$ cat src/verilog/apmcr_pkg.sv
// apmcr_pkg: constants and state types for the power management control registers
`default_nettype none
package apmcr_pkg;
	// ==========================================
	// register indices (byte address = 4 * index)
	localparam logic [7:0] IDX_PORT_ADDR = 8'h78; // acpi_port_address, 16 bits
	localparam logic [7:0] IDX_PWR_CTL = 8'h7A; // power_control
	localparam logic [7:0] IDX_PWR_OPT = 8'h7B; // power_control_options
	localparam logic [7:0] IDX_CLK_STAT = 8'h7C; // sdram_clock_mode_status
	// ==========================================
	// field positions
	localparam int PC_CLAIM_BIT = 6; // acpi_port_claim_enable
	localparam int PC_NREF_BIT = 4; // normal_refresh_indicator
	localparam int PC_QS_BIT = 3; // quick_start_indicator
	localparam int OPT_FWD_BIT = 6; // arbiter_port_forward
	localparam int OPT_PSM_BIT = 0; // memory_power_saving
	localparam int STAT_OFF_BIT = 0; // controller in clock-off mode
	localparam int STAT_PSM_BIT = 1; // controller in power-saving mode
	// ==========================================
	// reset values and masks
	localparam logic [7:0] PWR_CTL_RST = 8'h18;
	localparam logic [7:0] PWR_CTL_RO_MASK = 8'h18; // indicators forced to one
	localparam logic [7:0] PWR_CTL_RW_MASK = 8'h40; // claim enable only
	localparam logic [7:0] PWR_OPT_RST = 8'h00;
	localparam logic [7:0] PWR_OPT_RW_MASK = 8'h41; // forward and power saving
	localparam logic [15:0] PORT_ADDR_RST = 16'h0022;
	localparam logic [1:0] CLK_STAT_RST = 2'h0;
	// ==========================================
	// bus and sizing
	localparam int NUM_SLOTS = 2; // attached memory slots
	localparam logic HRESP_OKAY = 1'h0;
	localparam logic [2:0] HSIZE_BYTE = 3'h0;
	localparam logic [21:0] MAP_UPPER = 22'h0; // haddr[31:10] of mapped space
	// ==========================================
	// state of one memory slot clock-enable gate
	typedef struct packed {
		logic cke; // clock enable to the memory
		logic go; // access may proceed this cycle
	} apmcr_slot_s;
	// state of the register block
	typedef struct packed {
		logic [7:0] pwr_ctl;
		logic [7:0] pwr_opt;
		logic [15:0] port_addr;
		logic dp_wr; // write data phase pending
		logic dp_rd; // read data phase pending
		logic [7:0] dp_idx; // register index of the data phase
		logic dp_map; // address lies in mapped space
		logic dp_byte; // byte sized transfer
		logic hready;
		logic [31:0] hrdata;
		logic io_claim;
		logic io_fwd;
		logic [1:0] clk_stat;
	} apmcr_regs_s;
endpackage
`default_nettype wire

$ cat src/verilog/apmcr_regs.sv
// apmcr_regs: power management control registers with AHB-Lite access
//
// How it works
// power_control is 8 bits, resets to 18h
// claim enabled: port cycles serviced, reads not forwarded
// claim disabled: port cycles forwarded to PCI
// port decoded at programmable address, default 0022h
// bit 4 read-only, always reads one
// bit 3 read-only, always reads one
// options register 8 bits, resets to 00h
// forward bit set: port writes go to PCI
// forward bit clear: claimed port writes kept internal
// power saving gates memory cke to activity
// power saving adds one clock latency
// power saving independent of processor clock states
// clock mode status reports off, normal, saving
// port address 16-bit read/write, resets 22h
// reserved bits read zero, ignore writes
`timescale 1ns/1ps
`default_nettype none
module apmcr_regs (
	// clock and reset
	input wire logic core_clk,
	input wire logic rst_b,
	// ahb-lite slave
	input wire logic hsel,
	input wire logic [31:0] haddr,
	input wire logic [1:0] htrans,
	input wire logic hwrite,
	input wire logic [2:0] hsize,
	input wire logic [31:0] hwdata,
	input wire logic hready,
	output logic hreadyout,
	output logic hresp,
	output logic [31:0] hrdata,
	// processor i/o cycles
	input wire logic io_valid,
	input wire logic [15:0] io_addr,
	input wire logic io_write,
	output logic io_claimed,
	output logic io_forwarded,
	// memory controller
	input wire logic mem_clock_off,
	input wire logic [apmcr_pkg::NUM_SLOTS-1:0] mem_req,
	input wire logic [apmcr_pkg::NUM_SLOTS-1:0] mem_refresh,
	output logic [apmcr_pkg::NUM_SLOTS-1:0] mem_cke,
	output logic [apmcr_pkg::NUM_SLOTS-1:0] mem_go,
	output logic [1:0] clock_mode_status
);
	import apmcr_pkg::*;

	// ==========================================
	// state
	apmcr_regs_s st_reg; // all registered state
	apmcr_regs_s st_next; // its next value
	logic addr_phase; // valid address phase this cycle
	logic [31:0] rd_val; // read data of the pending read
	logic port_hit; // i/o cycle to the acpi control port
	logic claim_en; // acpi_port_claim_enable
	logic arb_fwd; // arbiter_port_forward
	logic psm; // memory_power_saving

	assign claim_en = st_reg.pwr_ctl[PC_CLAIM_BIT];
	assign arb_fwd = st_reg.pwr_opt[OPT_FWD_BIT];
	// only the options bit drives saving; no processor clock state feeds it
	assign psm = st_reg.pwr_opt[OPT_PSM_BIT];

	assign addr_phase = hsel & htrans[1] & hready;
	assign port_hit = io_valid & (io_addr == st_reg.port_addr);

	// ==========================================
	// read data mux
	always_comb begin
		rd_val = 32'h00000000;
		if (st_reg.dp_map) begin
			unique case (st_reg.dp_idx)
				IDX_PORT_ADDR: rd_val = {16'h0000, st_reg.port_addr};
				// indicators forced on, reserved bits zero
				IDX_PWR_CTL: rd_val = {24'h000000, st_reg.pwr_ctl | PWR_CTL_RO_MASK};
				IDX_PWR_OPT: rd_val = {24'h000000, st_reg.pwr_opt & PWR_OPT_RW_MASK};
				IDX_CLK_STAT: rd_val = {30'h0, st_reg.clk_stat};
				default: rd_val = 32'h00000000; // unmapped reads zero
			endcase
		end
	end

	// ==========================================
	// next state
	always_comb begin
		st_next = st_reg;
		// ---- write data phase: hwdata stands now
		if (st_reg.dp_wr && st_reg.dp_map) begin
			unique case (st_reg.dp_idx)
				IDX_PORT_ADDR: begin
					st_next.port_addr[7:0] = hwdata[7:0];
					if (!st_reg.dp_byte) begin
						st_next.port_addr[15:8] = hwdata[15:8];
					end
				end
				IDX_PWR_CTL: begin
					// read-only and reserved bits ignore writes
					st_next.pwr_ctl = (hwdata[7:0] & PWR_CTL_RW_MASK) | PWR_CTL_RO_MASK;
				end
				IDX_PWR_OPT: begin
					st_next.pwr_opt = hwdata[7:0] & PWR_OPT_RW_MASK;
				end
				default: begin
					st_next.pwr_opt = st_reg.pwr_opt; // unmapped or read-only: ignored
				end
			endcase
		end
		if (st_reg.dp_wr) begin
			st_next.dp_wr = 1'b0;
		end
		// ---- read data phase: one wait state, data from a register
		if (st_reg.dp_rd) begin
			st_next.hrdata = rd_val;
			st_next.hready = 1'b1;
			st_next.dp_rd = 1'b0;
		end
		// ---- address phase
		if (addr_phase) begin
			st_next.dp_idx = haddr[9:2];
			st_next.dp_map = (haddr[31:10] == MAP_UPPER);
			st_next.dp_byte = (hsize == HSIZE_BYTE);
			st_next.dp_wr = hwrite;
			st_next.dp_rd = !hwrite;
			st_next.hready = hwrite; // reads stall one cycle
		end
		// ---- acpi control port i/o cycles
		st_next.io_claim = 1'b0;
		st_next.io_fwd = 1'b0;
		if (port_hit) begin
			if (!claim_en) begin
				st_next.io_fwd = 1'b1;
			end else if (io_write) begin
				st_next.io_claim = 1'b1;
				st_next.io_fwd = arb_fwd;
			end else begin
				st_next.io_claim = 1'b1;
			end
		end
		// ---- clock mode status
		st_next.clk_stat[STAT_OFF_BIT] = mem_clock_off;
		st_next.clk_stat[STAT_PSM_BIT] = psm & !mem_clock_off;
	end

	// ==========================================
	// state register
	always_ff @(posedge core_clk) begin
		if (!rst_b) begin
			st_reg.pwr_ctl <= PWR_CTL_RST;
			st_reg.pwr_opt <= PWR_OPT_RST;
			st_reg.port_addr <= PORT_ADDR_RST;
			st_reg.dp_wr <= 1'b0;
			st_reg.dp_rd <= 1'b0;
			st_reg.dp_idx <= 8'h00;
			st_reg.dp_map <= 1'b0;
			st_reg.dp_byte <= 1'b0;
			st_reg.hready <= 1'b1;
			st_reg.hrdata <= 32'h00000000;
			st_reg.io_claim <= 1'b0;
			st_reg.io_fwd <= 1'b0;
			st_reg.clk_stat <= CLK_STAT_RST;
		end else begin
			st_reg <= st_next;
		end
	end

	// ==========================================
	// memory slot clock-enable gates
	genvar gi;
	generate
		for (gi = 0; gi < NUM_SLOTS; gi++) begin : g_slot
			apmcr_slot_cke u_slot (
				.core_clk(core_clk),
				.rst_b(rst_b),
				.psm(psm),
				.clock_off(mem_clock_off),
				.req(mem_req[gi]),
				.refresh(mem_refresh[gi]),
				.cke(mem_cke[gi]),
				.go(mem_go[gi])
			);
		end
	endgenerate

	// ==========================================
	// outputs
	assign hreadyout = st_reg.hready;
	assign hresp = HRESP_OKAY; // always okay
	assign hrdata = st_reg.hrdata;
	assign io_claimed = st_reg.io_claim;
	assign io_forwarded = st_reg.io_fwd;
	assign clock_mode_status = st_reg.clk_stat;

	// helper: a power_control read finishing next edge
	logic rd_pc_done;
	assign rd_pc_done = st_reg.dp_rd && st_reg.dp_map && (st_reg.dp_idx == IDX_PWR_CTL);
endmodule
`default_nettype wire

$ cat src/verilog/apmcr_slot_cke.sv
// apmcr_slot_cke: clock-enable gate and access latency for one memory slot
`timescale 1ns/1ps
`default_nettype none
module apmcr_slot_cke (
	// clock and reset
	input wire logic core_clk,
	input wire logic rst_b,
	// mode
	input wire logic psm, // memory power saving on
	input wire logic clock_off, // controller in clock-off mode
	// slot activity
	input wire logic req, // access wanted, held until go
	input wire logic refresh, // refresh in progress
	// to memory and controller
	output logic cke,
	output logic go
);
	import apmcr_pkg::*;
	apmcr_slot_s st_reg;
	apmcr_slot_s st_next;

	// ==========================================
	// next state
	always_comb begin
		st_next = st_reg;
		// clock-off drops cke; normal keeps it high; saving raises it on demand
		if (clock_off) begin
			st_next.cke = 1'b0;
		end else if (!psm) begin
			st_next.cke = 1'b1;
		end else begin
			st_next.cke = req | refresh;
		end
		// saving mode waits for cke to be up first: one extra clock
		st_next.go = req & !clock_off & (!psm | st_reg.cke);
	end

	// ==========================================
	// state register
	always_ff @(posedge core_clk) begin
		if (!rst_b) begin
			st_reg <= '{cke: 1'b1, go: 1'b0};
		end else begin
			st_reg <= st_next;
		end
	end

	assign cke = st_reg.cke;
	assign go = st_reg.go;
endmodule
`default_nettype wire

$ cat config.mk
export PLATFORM = sky130hd
export DESIGN_NAME = apmcr_regs
export DESIGN_NICKNAME = d
export VERILOG_FILES = /design/src/verilog/apmcr_pkg.sv /design/src/verilog/apmcr_regs.sv /design/src/verilog/apmcr_slot_cke.sv
export SDC_FILE = /design/constraint.sdc
export NUM_CORES = 1
export LEC_CHECK = 0
export BUFFER_PORTS_ARGS = -buffer_cell sky130_fd_sc_hd__buf_2
export CORE_MARGIN = 2
export CORE_UTILIZATION = 30
export CTS_CLUSTER_DIAMETER = 120
export CTS_CLUSTER_SIZE = 30
export DETAILED_ROUTE_END_ITERATION = 7
export SKIP_CTS_REPAIR_TIMING = 1
export SLEW_MARGIN = 5
export SYNTH_ARGS = -nofsm -noshare
export SYNTH_HDL_FRONTEND = slang
export SYNTH_SLANG_ARGS = --single-unit
$ cat constraint.sdc
create_clock -name core_clk -period 1.8 [get_ports core_clk]
set_input_delay 0.36 -clock core_clk [delete_from_list [all_inputs] [get_ports core_clk]]
set_output_delay 0.36 -clock core_clk [all_outputs]
set_load 0.02 [all_outputs]
==> flow_summary.json <==
{
  "r2r_start": "st_reg[46]",
  "clk_path_buf_depth": 2,
  "drive_above_1_share": 0.3333,
  "critPathTopFamily": "simple AND/OR/NAND/NOR gates",
  "cts.sinks": 56,
  "hold_start": "hwrite",
  "place_ws_ns": 0.1034,
  "grt_antenna_before_repair": 0,
  "status": "completed",
  "grt_pass1_wl_microns": 10090,
  "worstRegToRegCells": 5,
  "synthFlopType": "dfxtp_1",
  "worstHoldPathCells": 2,
  "syn_inst": 286,
  "p_sw_uw": 549.7,
  "rrSetupSlack_ns": 0.18,
  "max_clock_freq_mhz": 617.9,
  "holdPathEnd": "st_reg[47]",
  "synthArstFlopShare": 0,
  "die_w_microns": 96.92,
  "leakage_uw": 0.001351,
  "hold_viol": 0,
  "fin_crit_ns": 1.618,
  "layout.nets": 465,
  "synth.largest_area_cell": "dfxtp_1",
  "ys_seq_area_frac": 0.4329,
  "largest_register_ff_count": 28,
  "swShare": 0.2377,
  "syn_to_final_growth_pct": 20.82,
  "synth_largest_type_area_fraction": 0.4329,
  "setup-violations-final": 0,
  "cts_tree": "done",
  "clock_latency_ns": 0.31,
  "synth_seq_cells": 56,
  "diodes": 0,
  "die_area_sq_um": 9393,
  "layout_setup_ws_ns": 0.1815,
  "grt_pass1_vias": 2071,
  "die_h_microns": 96.92,
  "wl_microns": 6242,
  "initial_utilization": 0.3121,
  "dp_hpwl_microns": 4853,
  "h-tree-depth": 2,
  "rows": 33,
  "gr-total-overflow": 0,
  "drv_cap": 0,
  "ir_worst_vdd_uv": 308.0,
  "clkTransAtPathRegs_ns": 0.10,
  "io_pins": 139,
  "hold_path.class": "input port to flip-flop",
  "yosysMostFrequentCell": "dfxtp_1",
  "r2r-end": "st_reg[64]",
  "final_antenna_net_count": 0,
  "numCtsBuffers": 5,
  "intPower_uw": 1762,
  "viasPerCell": 4.515,
  "io_buffers": 102,
  "p_per_area_nw_per_um2": 738.9,
  "grt.total_usage": 0.1329,
  "num_vias": 2140,
  "synth_area_sq_um": 2590,
  "initialDrtViolationCount": 62,
  "yosysUniqueCellTypes": 33,
  "rsz0062_at_grt": "false",
  "core-area_sq_um": 8299,
  "synth_commonest_cells": "dfxtp_1, buf_4, nor2_1",
  "p_clk_frac": 0.361,
  "arrival_ns": 1.83,
  "gp_congestion": 0.7366,
  "ys_warn_count": 0,
  "combPwrFrac": 0.094,
  "cp_slowest_cell": "nor4_4",
  "p_seq_frac": 0.545,
  "fin_tns_setup_ns": 0,
  "start_kind": "flip-flop",
  "first_pass_iters": 4,
  "cp_cell_sequence": "nand4b_2 -> nor4_4 -> buf_12 -> mux2i_1 -> nor2_1",
  "cts-root-buf": "clkbuf_8",
  "path_class": "flip-flop to flip-flop",
  "maxSlewViolCount": 0,
  "critPathBufInv": 1,
  "syn_avg_cell_area_sq_um": 9.056,
  "fin_crit_sh": 0.8991,
  "detail_route.wl_per_cell_microns": 13.17,
  "drc": 0,
  "crit_required_ns": 2.01,
  "cp-end-kind": "flip-flop",
  "synth_edf_count": 0,
  "skew_ns": 0.007143,
  "grt_max_degree": 21,
  "yosys-top-cells-area": "dfxtp_1, buf_4, mux2i_1",
  "slowest_delay_ns": 0.39,
  "cp_max_fo": 8
}
layout make-up:
cell class	count	area [sq um]
Clock inverter	3	42.54
Clock buffer	5	68.82
Inverter	4	15.01
Sequential cell	56	1121
Fill cell	865	5170
Tap cell	105	131.4
Multi-Input combinational cell	189	1152
Timing Repair Buffer	112	598.1
stage by stage:
step / hold WS (ns) / cell area (sq um) / total power, uW / instances / utilization
finish: 0.2392 / 3129 / 2312 / 474 / 0.3771
floorplan: 0.4349 / 2650 / 1428 / 302 / -
global placement: 0.4537 / 3018 / 1506 / 466 / 0.3636
detailed placement: 0.4515 / 3018 / 1508 / 466 / 0.3636
CTS: 0.2306 / 3129 / 2345 / 474 / 0.3771
global route: 0.2297 / 3129 / 2408 / 474 / 0.3771
cell usage in the layout, fill, tap and decap left out, drive strengths merged, types with 2 or more instances in the layout:
| master | synthesis | routed |
|---|---|---|
| nand2b | 3 | 3 |
| dfxtp | 56 | 56 |
| xnor2 | 16 | 16 |
| nor2b | 13 | 13 |
| conb | 1 | 17 |
| and2 | 3 | 3 |
| nand3 | 12 | 12 |
| nand2 | 11 | 11 |
| nand4b | 4 | 4 |
| nor3 | 10 | 10 |
| nor2 | 28 | 28 |
| nor4 | 8 | 8 |
| buf | 44 | 112 |
| o21ai | 12 | 12 |
| o211a | 2 | 2 |
| clkbuf | 9 | 5 |
| mux2i | 16 | 16 |
| a22o | 9 | 9 |
| nand4 | 4 | 4 |
| inv | 4 | 4 |
| a21oi | 16 | 16 |
routing by layer:
layer,global-route usage,routed length (microns),vias up
met1,0.1707,2832,977
met3,0.03902,459,4
met4,0.02600,43,0
met5,0,0,-
li1,-,-,1079
met2,0.2228,2907,80
power by group through the flow:
stage / combinational, uW / clock [uW] / sequential (uW)
6_report: 217 / 835 / 1260
5_1_grt: 240 / 906 / 1260
4_1_cts: 220 / 865 / 1260
3_5_place_dp: 219 / 0 / 1290
3_3_place_gp: 217 / 0 / 1290
2_1_floorplan: 142 / 0 / 1290
how the worst max path moves through the flow:
stage               slack (ns)  depth (start not counted)         from            to
global placement          0.15                          5  io_addr[11]  io_forwarded
global route              0.07                          5   st_reg[46]    st_reg[64]
detailed placement        0.10                          5  io_addr[11]  io_forwarded
finish                    0.18                          5   st_reg[46]    st_reg[64]
floorplan                 0.14                          6   st_reg[40]    st_reg[57]
CTS                       0.17                          5   st_reg[46]    st_reg[64]
cells by family after synthesis:
kind of cell / synth area share
and+or+nand+nor: 0.2029
xor gates and xnor gates: 0.05410
muxes: 0.06183
buffers and inverters: 0.1454
AOI/OAI and AO/OA: 0.1015
other: 0.001448
DFF: 0.4329
Note: power is estimated with default switching activity, not from simulation.
